**src/hw/tick_rtc_defs.vh**
```
// Constants for the slow tick counter with serial slave
`ifndef TICK_RTC_DEFS_VH
`define TICK_RTC_DEFS_VH

// Serial addresses
`define ADDR_WRITE 8'ha0
`define ADDR_READ 8'ha1

// Instruction bytes
`define OP_DIV_STOP 8'h11
`define OP_DIV_RUN 8'h10
`define OP_PWR_DOWN 8'h21
`define OP_PWR_UP 8'h20
`define OP_XO_ON 8'h31
`define OP_XO_OFF 8'h30
`define OP_FAST_ON 8'h41
`define OP_FAST_OFF 8'h40
`define OP_LOAD 8'h80

// Counter and byte layout
`define CNT_W 24
`define CNT_HI_MSB 23
`define CNT_HI_LSB 16
`define CNT_MID_MSB 15
`define CNT_MID_LSB 8
`define CNT_LO_MSB 7
`define CNT_LO_LSB 0
`define CNT_RESET 24'h000000
`define BITS_PER_BYTE 4'h8

// Timing, in seconds and crystal edges
`define XTAL_HZ 32768
`define TICK_NORM_S 32
`define TICK_FAST_S 1
// Crystal edges per tick: 32 s and 1 s at 32768 Hz
`define TICK_NORM_EDGES 21'h100000
`define TICK_FAST_EDGES 21'h008000
// One bit wider than 20: a full 32 s period is exactly 2 to the 20
`define DIV_W 21

`endif

```
**src/hw/tick_rtc_dummy_placeholder.v**
```verilog
// Empty unit kept for compile order
`default_nettype none
`default_nettype wire

```
**src/hw/sync_stage.v**
```verilog
// Two flip-flop synchroniser for one asynchronous pin
`default_nettype none

module sync_stage #(
  parameter [0:0] RESET_VAL = 1'b1
) (
  input wire clk,
  input wire rst,
  input wire din,
  output reg dout
);

  reg meta_r;

  always @(posedge clk or posedge rst) begin
    if (rst) begin
      meta_r <= RESET_VAL;
      dout <= RESET_VAL;
    end else begin
      meta_r <= din;
      dout <= meta_r;
    end
  end

endmodule // sync_stage

`default_nettype wire

```
**src/hw/tick_rtc.v**
```verilog
// Slow tick counter with two-wire serial slave and wake output
`include "tick_rtc_defs.vh"
`default_nettype none

module tick_rtc #(
  parameter [`DIV_W-1:0] TICK_EDGES = `TICK_NORM_EDGES,
  parameter [`DIV_W-1:0] FAST_EDGES = `TICK_FAST_EDGES
) (
  input wire clk,
  input wire rst,
  input wire xtal_clk,
  input wire scl,
  input wire sda_in,
  output reg sda_out,
  output reg sda_oe,
  output reg wake_n,
  output reg [`CNT_W-1:0] count,
  output reg halted,
  output reg powered_down,
  output reg xtal_out_on,
  output reg fast_on,
  output reg access_busy
);

  ////////////////////////////////////////////////////////////////////////////
  // Pin synchronisers

  wire xtal_s;
  wire scl_s;
  wire sda_s;

  sync_stage #(.RESET_VAL(1'b0)) u_sync_xtal (
    .clk(clk),
    .rst(rst),
    .din(xtal_clk),
    .dout(xtal_s)
  );

  sync_stage #(.RESET_VAL(1'b1)) u_sync_scl (
    .clk(clk),
    .rst(rst),
    .din(scl),
    .dout(scl_s)
  );

  sync_stage #(.RESET_VAL(1'b1)) u_sync_sda (
    .clk(clk),
    .rst(rst),
    .din(sda_in),
    .dout(sda_s)
  );

  reg xtal_q_r;
  reg scl_q_r;
  reg sda_q_r;

  always @(posedge clk or posedge rst) begin
    if (rst) begin
      xtal_q_r <= 1'b0;
      scl_q_r <= 1'b1;
      sda_q_r <= 1'b1;
    end else begin
      xtal_q_r <= xtal_s;
      scl_q_r <= scl_s;
      sda_q_r <= sda_s;
    end
  end

  wire xtal_rise = xtal_s & ~xtal_q_r;
  wire scl_rise = scl_s & ~scl_q_r;
  wire scl_fall = ~scl_s & scl_q_r;
  wire start_cond = scl_s & scl_q_r & sda_q_r & ~sda_s;
  wire stop_cond = scl_s & scl_q_r & ~sda_q_r & sda_s;

  ////////////////////////////////////////////////////////////////////////////
  // Divider chain

  reg [`DIV_W-1:0] div_r;
  reg tick_r;
  wire [`DIV_W-1:0] div_term = fast_on ? (FAST_EDGES - 1'b1) : (TICK_EDGES - 1'b1);

  always @(posedge clk or posedge rst) begin
    if (rst) begin
      div_r <= {`DIV_W{1'b0}};
      tick_r <= 1'b0;
    end else begin
      tick_r <= 1'b0;
      if (halted) begin
        div_r <= {`DIV_W{1'b0}};
      end else if (xtal_rise && !powered_down) begin
        if (div_r >= div_term) begin
          div_r <= {`DIV_W{1'b0}};
          tick_r <= 1'b1;
        end else begin
          div_r <= div_r + 1'b1;
        end
      end
    end
  end

  ////////////////////////////////////////////////////////////////////////////
  // Counter, pending increment and wake pin

  reg pending_r;
  reg [2:0] ld_stb_r;
  reg [7:0] ld_byte_r;
  wire do_inc = pending_r & ~access_busy & ~(|ld_stb_r);

  always @(posedge clk or posedge rst) begin
    if (rst) begin
      count <= `CNT_RESET;
      pending_r <= 1'b0;
      wake_n <= 1'b1;
    end else begin
      pending_r <= tick_r | (pending_r & ~do_inc);
      if (ld_stb_r[0]) begin
        count[`CNT_HI_MSB:`CNT_HI_LSB] <= ld_byte_r;
      end else if (ld_stb_r[1]) begin
        count[`CNT_MID_MSB:`CNT_MID_LSB] <= ld_byte_r;
      end else if (ld_stb_r[2]) begin
        count[`CNT_LO_MSB:`CNT_LO_LSB] <= ld_byte_r;
      end else if (do_inc) begin
        count <= count + 1'b1;
      end
      if (xtal_out_on) begin
        wake_n <= xtal_s;
      end else if (do_inc && !(|ld_stb_r)) begin
        wake_n <= 1'b0;
      // Low for about one crystal period
      end else if (xtal_rise || powered_down) begin
        wake_n <= 1'b1;
      end
    end
  end

  ////////////////////////////////////////////////////////////////////////////
  // Serial slave

  localparam [4:0] ST_IDLE = 5'b00001;
  localparam [4:0] ST_ADDR = 5'b00010;
  localparam [4:0] ST_WR = 5'b00100;
  localparam [4:0] ST_RD = 5'b01000;
  localparam [4:0] ST_IGN = 5'b10000;

  reg [4:0] st_r;
  reg [3:0] bit_cnt_r;
  reg ack_half_r;
  reg [7:0] sh_r;
  reg [7:0] tx_r;
  reg [1:0] set_idx_r;
  reg [1:0] rd_idx_r;
  reg nack_r;

  // Next readout byte, cycling high, middle, low
  reg [7:0] rd_byte;
  always @* begin
    case (rd_idx_r)
      2'd1: rd_byte = count[`CNT_MID_MSB:`CNT_MID_LSB];
      2'd2: rd_byte = count[`CNT_LO_MSB:`CNT_LO_LSB];
      default: rd_byte = count[`CNT_HI_MSB:`CNT_HI_LSB];
    endcase
  end

  always @(posedge clk or posedge rst) begin
    if (rst) begin
      st_r <= ST_IDLE;
      bit_cnt_r <= 4'h0;
      ack_half_r <= 1'b0;
      sh_r <= 8'h00;
      tx_r <= 8'h00;
      set_idx_r <= 2'd0;
      rd_idx_r <= 2'd0;
      nack_r <= 1'b0;
      sda_out <= 1'b1;
      sda_oe <= 1'b0;
      access_busy <= 1'b0;
      ld_stb_r <= 3'b000;
      ld_byte_r <= 8'h00;
      halted <= 1'b0;
      powered_down <= 1'b0;
      xtal_out_on <= 1'b0;
      fast_on <= 1'b0;
    end else begin
      ld_stb_r <= 3'b000;
      if (start_cond) begin
        st_r <= ST_ADDR;
        bit_cnt_r <= 4'h0;
        ack_half_r <= 1'b0;
        set_idx_r <= 2'd0;
        sda_oe <= 1'b0;
        access_busy <= 1'b1;
      end else if (stop_cond) begin
        st_r <= ST_IDLE;
        set_idx_r <= 2'd0;
        sda_oe <= 1'b0;
        access_busy <= 1'b0;
      end else if (scl_rise) begin
        if (st_r == ST_ADDR || st_r == ST_WR || st_r == ST_RD) begin
          if (bit_cnt_r < `BITS_PER_BYTE) begin
            sh_r <= {sh_r[6:0], sda_s};
            bit_cnt_r <= bit_cnt_r + 1'b1;
          end else if (st_r == ST_RD) begin
            nack_r <= sda_s;
          end
        end
      end else if (scl_fall) begin
        if (st_r == ST_RD && bit_cnt_r < `BITS_PER_BYTE && bit_cnt_r != 4'h0) begin
          sda_out <= tx_r[6];
          tx_r <= {tx_r[6:0], 1'b0};
        end else if (bit_cnt_r == `BITS_PER_BYTE && !ack_half_r) begin
          ack_half_r <= 1'b1;
          if (st_r == ST_ADDR) begin
            if (sh_r == `ADDR_WRITE) begin
              st_r <= ST_WR;
              sda_oe <= 1'b1;
              sda_out <= 1'b0;
            end else if (sh_r == `ADDR_READ) begin
              st_r <= ST_RD;
              rd_idx_r <= 2'd0;
              nack_r <= 1'b0;
              sda_oe <= 1'b1;
              sda_out <= 1'b0;
            end else begin
              st_r <= ST_IGN;
            end
          end else if (st_r == ST_WR) begin
            sda_oe <= 1'b1;
            sda_out <= 1'b0;
            if (set_idx_r != 2'd0) begin
              ld_byte_r <= sh_r;
              ld_stb_r <= {set_idx_r == 2'd3, set_idx_r == 2'd2, set_idx_r == 2'd1};
              set_idx_r <= (set_idx_r == 2'd3) ? 2'd0 : set_idx_r + 1'b1;
            end else begin
              if (sh_r == `OP_DIV_STOP) begin
                halted <= 1'b1;
              end else if (sh_r == `OP_DIV_RUN) begin
                halted <= 1'b0;
              end else if (sh_r == `OP_PWR_DOWN) begin
                powered_down <= 1'b1;
              end else if (sh_r == `OP_PWR_UP) begin
                powered_down <= 1'b0;
              end else if (sh_r == `OP_XO_ON) begin
                xtal_out_on <= 1'b1;
              end else if (sh_r == `OP_XO_OFF) begin
                xtal_out_on <= 1'b0;
              end else if (sh_r == `OP_FAST_ON) begin
                fast_on <= 1'b1;
              end else if (sh_r == `OP_FAST_OFF) begin
                fast_on <= 1'b0;
              end else if (sh_r == `OP_LOAD) begin
                set_idx_r <= 2'd1;
              end
            end
          end else begin
            // Free the line for the master acknowledge
            sda_oe <= 1'b0;
          end
        end else if (bit_cnt_r == `BITS_PER_BYTE && ack_half_r) begin
          ack_half_r <= 1'b0;
          bit_cnt_r <= 4'h0;
          if (st_r == ST_RD) begin
            if (nack_r) begin
              st_r <= ST_IGN;
              sda_oe <= 1'b1;
              sda_out <= 1'b1;
            end else begin
              tx_r <= rd_byte;
              sda_out <= rd_byte[7];
              sda_oe <= 1'b1;
              rd_idx_r <= (rd_idx_r == 2'd2) ? 2'd0 : rd_idx_r + 1'b1;
            end
          end else begin
            sda_oe <= 1'b0;
          end
        end
      end
    end
  end

endmodule // tick_rtc

`default_nettype wire

```
**config.mk**
```make
export PLATFORM = sky130hd
export DESIGN_NAME = tick_rtc
export DESIGN_NICKNAME = d
export VERILOG_FILES = /design/src/hw/tick_rtc_dummy_placeholder.v /design/src/hw/sync_stage.v /design/src/hw/tick_rtc.v
export VERILOG_INCLUDE_DIRS = /design/src /design/src/hw
export SDC_FILE = /design/constraint.sdc
export NUM_CORES = 1
export LEC_CHECK = 0
export BUFFER_PORTS_ARGS = -buffer_cell sky130_fd_sc_hd__buf_2
export CORE_MARGIN = 2
export CORE_UTILIZATION = 60
export DETAILED_ROUTE_END_ITERATION = 6
export GPL_ROUTABILITY_DRIVEN = 0
export HOLD_SLACK_MARGIN = 0.1
export PLACE_DENSITY = 0.81
export SLEW_MARGIN = 10
export SYNTH_ARGS = -nofsm -noshare
export SYNTH_HDL_FRONTEND = slang
export SYNTH_SLANG_ARGS = --single-unit
```
**constraint.sdc**
```tcl
create_clock -name clk -period 8.2 [get_ports clk]
set_input_delay 1.23 -clock clk [delete_from_list [all_inputs] [get_ports clk]]
set_output_delay 1.23 -clock clk [all_outputs]
set_load 0.05 [all_outputs]
```
==> results.py <==
metrics = {
    "status": {
        "status": "finished, final reports clean",
    },
    "global_routing": {
        "grt_max_degree": 57,
        "grt_pass1_wl_mm": 21.8,
        "grt_use_total_pct": 26.5,
        "grt.overflow.total": 0,
        "first_global_vias": 4480,
        "antenna_found_initial": 0,
    },
    "sta": {
        "fin_crit_sh_pct": 29.8,
        "tns_ps": 0,
        "worst_slew_pin_slew_ps": 972,
        "rsz0062_at_grt": "no",
        "max_freq_mhz": 409,
        "slew_headroom_pct": 35.1,
        "skew_ps": 17.4,
        "slew_violations": 0,
        "finalHoldViolCount": 0,
        "period_needed_ps": 2450,
        "setup_violations": 0,
    },
    "synthesis": {
        "ys_seq_area_share_pct": 45.7,
        "netlist_top_cells_area": "dfrtp_1 42%, nor2_1 4.5%, ha_1 4.3%",
        "synth_area_per_cell_um2": 9.54,
        "synth-seq-cells": 105,
        "synthesis.nets": 631,
        "yosys.area.top_type": "dfrtp_1",
        "synth_top_area_share_pct": 41.6,
        "ys.flop_type": "dfrtp_1",
        "async_flop_share_pct": 100,
        "synth_edf_count": 0,
        "synth_area_um2": 5780,
        "yosys_warnings": 0,
        "synth_cells": 606,
        "synth_cell_type_count": 68,
    },
    "job": {
        "cap_violations": 0,
    },
    "route": {
        "wl_per_cell_um": 17.0,
        "num_vias": 4707,
        "postRouteAntennaNets": 0,
        "drc_errors": 0,
        "routed_via_density": 6.17,
        "firstDrtPassIters": 6,
        "drtIter0Drc": 323,
        "drt-total-wl_mm": 12.9,
    },
    "layout": {
        "multiInputGateArea_um2": 2970,
        "antennaDiodeCount": 0,
        "seq_area_um2": 2640,
        "area_delta_synth_final_pct": 7.75,
        "fin_nets": 654,
        "fillers": 750,
        "drive_above_1_share_pct": 15.5,
        "fin_area_um2": 6230,
    },
    "critical_path": {
        "start_kind": "register",
        "worstPathArrival_ps": 1220,
        "path_cells": "buf_2",
        "cpMaxStageDelayCell": "dfrtp_1",
        "path_depth": 1,
        "crit_type": "register to output pin",
        "r2r_start": "ld_stb_r[2]$_DFF_PP0_",
        "critPathRequiredTime_ps": 6970,
        "max_stage_delay_ps": 520,
        "critPathCaptureType": "output pin",
        "crit_family": "flip-flops",
        "timing.critical_path.from": "count[13]$_DFFE_PP0P_",
        "ff2ff_path_depth": 5,
        "cp_max_fo": 8,
        "cp_num_buf_inv": 1,
    },
    "power": {
        "intPower_mw": 0.722,
        "pwr-share-comb_pct": 8.4,
        "pwr-share-seq_pct": 57.8,
        "p_clk_share_pct": 33.8,
        "max-vdd-ir-drop_uv": 91.2,
        "switchingPower_mw": 0.256,
        "switching_share_pct": 26.2,
        "power_density_nw_per_um2": 157,
        "leakagePower_nw": 2.73,
        "power_mw": 0.978,
    },
    "placement": {
        "hpwlAfterDp_mm": 9.10,
        "dpl_cell_area_um2": 6020,
        "port_buffers": 36,
    },
    "cts": {
        "cts.sinks": 105,
        "post_cts_resized": 0,
        "post_cts_buffers": 0,
        "cts_tree": "built",
        "clock_latency_ps": 370,
        "clockRootBuffer": "clkbuf_8",
        "postCtsHoldBufs": 0,
        "path_clk_slew_ps": 100,
        "cts.path.max_buffers": 2,
        "cts_made_buffers": 9,
        "htreeDepth": 3,
    },
    "floorplanning": {
        "rows": 35,
        "die_w_um": 102,
        "ios": 37,
        "core-area_um2": 9280,
        "die_area_um2": 10400,
        "die_y_um": 102,
        "start_util_pct": 62.3,
    },
    "hold_path": {
        "hold_start": "u_sync_xtal.meta_r$_DFF_PP0_",
        "hold_depth": 0,
        "hold_class": "register to register",
    },
}
-- registers in the layout, indices dropped and copies added, names as in the netlist, 2 cells and up --
name       flops
count         24
div_r         21
ld_byte_r      8
sh_r           8
tx_r           7
st_r           5
bit_cnt_r      4
ld_stb_r       3
rd_idx_r       2
set_idx_r      2
-- area by class of cell --
class	instances	share of cell area [%]
inverter	18	1.13
clock inverter	5	1.00
sequential	105	42.4
tap	129	2.59
clock buffer	11	2.27
timing repair buffer	37	3.01
multi-input combinational	458	47.6
-- metal layers --
| layer | share of wire (%) | global-route usage, % | up-vias | routed length [um] |
|---|---|---|---|---|
| met5 | 0 | 0 | - | 0 |
| li1 | - | - | 2228 | - |
| met3 | 5.7 | 5.75 | 36 | 740 |
| met2 | 47 | 40.7 | 152 | 6050 |
| met1 | 44 | 36.8 | 2291 | 5690 |
| met4 | 3.5 | 10.8 | 0 | 457 |
-- cell usage after synthesis, drive strengths merged, types with 4 or more instances --
master,number
dfrtp,96
nor2,71
nand2,49
o21ai,45
a21oi,33
nand3,25
mux2,22
ha,20
nand4,19
clkbuf,18
inv,18
xor2,18
nor3,17
a22oi,13
mux2i,10
dfstp,9
and3,8
nand3b,8
nor2b,8
nor4,8
a211oi,7
buf,7
a31oi,6
and2,6
or3,6
nand2b,4
nor3b,4
o211ai,4
o22a,4
o311ai,4
-- stage by stage --
stage                     util, %  setup slack, ps  cells  hold slack (ps)
after floorplan                 -             4220    606              331
after global placement       64.9             5680    747              338
after detailed placement     64.9             5660    747              339
after CTS                    67.1             5730    763              361
after global routing         67.1             5520    763              373
final                        67.1             5750    763              358
-- final timing paths --
| path | to | slack (ps) |
|---|---|---|
| worst max-delay path | count[13] | 5750 |
| worst min-delay path | u_sync_xtal.dout$_DFF_PP0_ | 360 |
| worst max register to register | count[19]$_DFFE_PP0P_ | 5770 |
| worst min register to register | u_sync_xtal.dout$_DFF_PP0_ | 360 |
| max in group asynchronous | nack_r$_DFFE_PP0P_ | 6140 |
| min in group asynchronous | count[11]$_DFFE_PP0P_ | 930 |
-- worst reg2reg max path, stage by stage, from the launching register on --
cell and delay, ps:
dfrtp_1 650, or4b_1 640, nor2_1 440, nand2_1 260, o21ai_0 230, o311ai_1 120
-- power by group through the flow --
stage               sequential [mW]  clock, mW  combinational [mW]
floorplan                     0.567          0              0.0661
global placement              0.573          0              0.0782
detailed placement            0.575          0              0.0822
CTS                           0.565      0.338              0.0831
global route                  0.571      0.358              0.0939
finish                        0.565      0.331              0.0824
-- cell families after synthesis --
kind of cell    Yosys count  synth area share, %
compound gates          136                 15.1
xor+xnor                 20                 3.03
fa+ha+maj                20                 4.33
buf+inv                  43                 3.03
flops                   105                 45.7
mux                      32                 6.02
simple gates            250                 22.8
-- placed cells by master (no fill, tap or decap), drive strengths merged, types with 6 or more instances in the layout --
| master | count |
|---|---|
| nand4 | 19 |
| a22oi | 13 |
| a31oi | 6 |
| nand3b | 8 |
| dfrtp | 96 |
| a211oi | 7 |
| inv | 20 |
| dfstp | 9 |
| mux2i | 10 |
| nor4 | 8 |
| nor2 | 71 |
| clkbuf | 11 |
| or3 | 6 |
| nor2b | 8 |
| nand2 | 49 |
| and2 | 6 |
| o21ai | 45 |
| mux2 | 22 |
| a21oi | 33 |
| buf | 37 |
| and3 | 8 |
| xor2 | 18 |
| nand3 | 25 |
| nor3 | 17 |
| ha | 20 |
No activity file was read; power rests on OpenSTA's default activity.
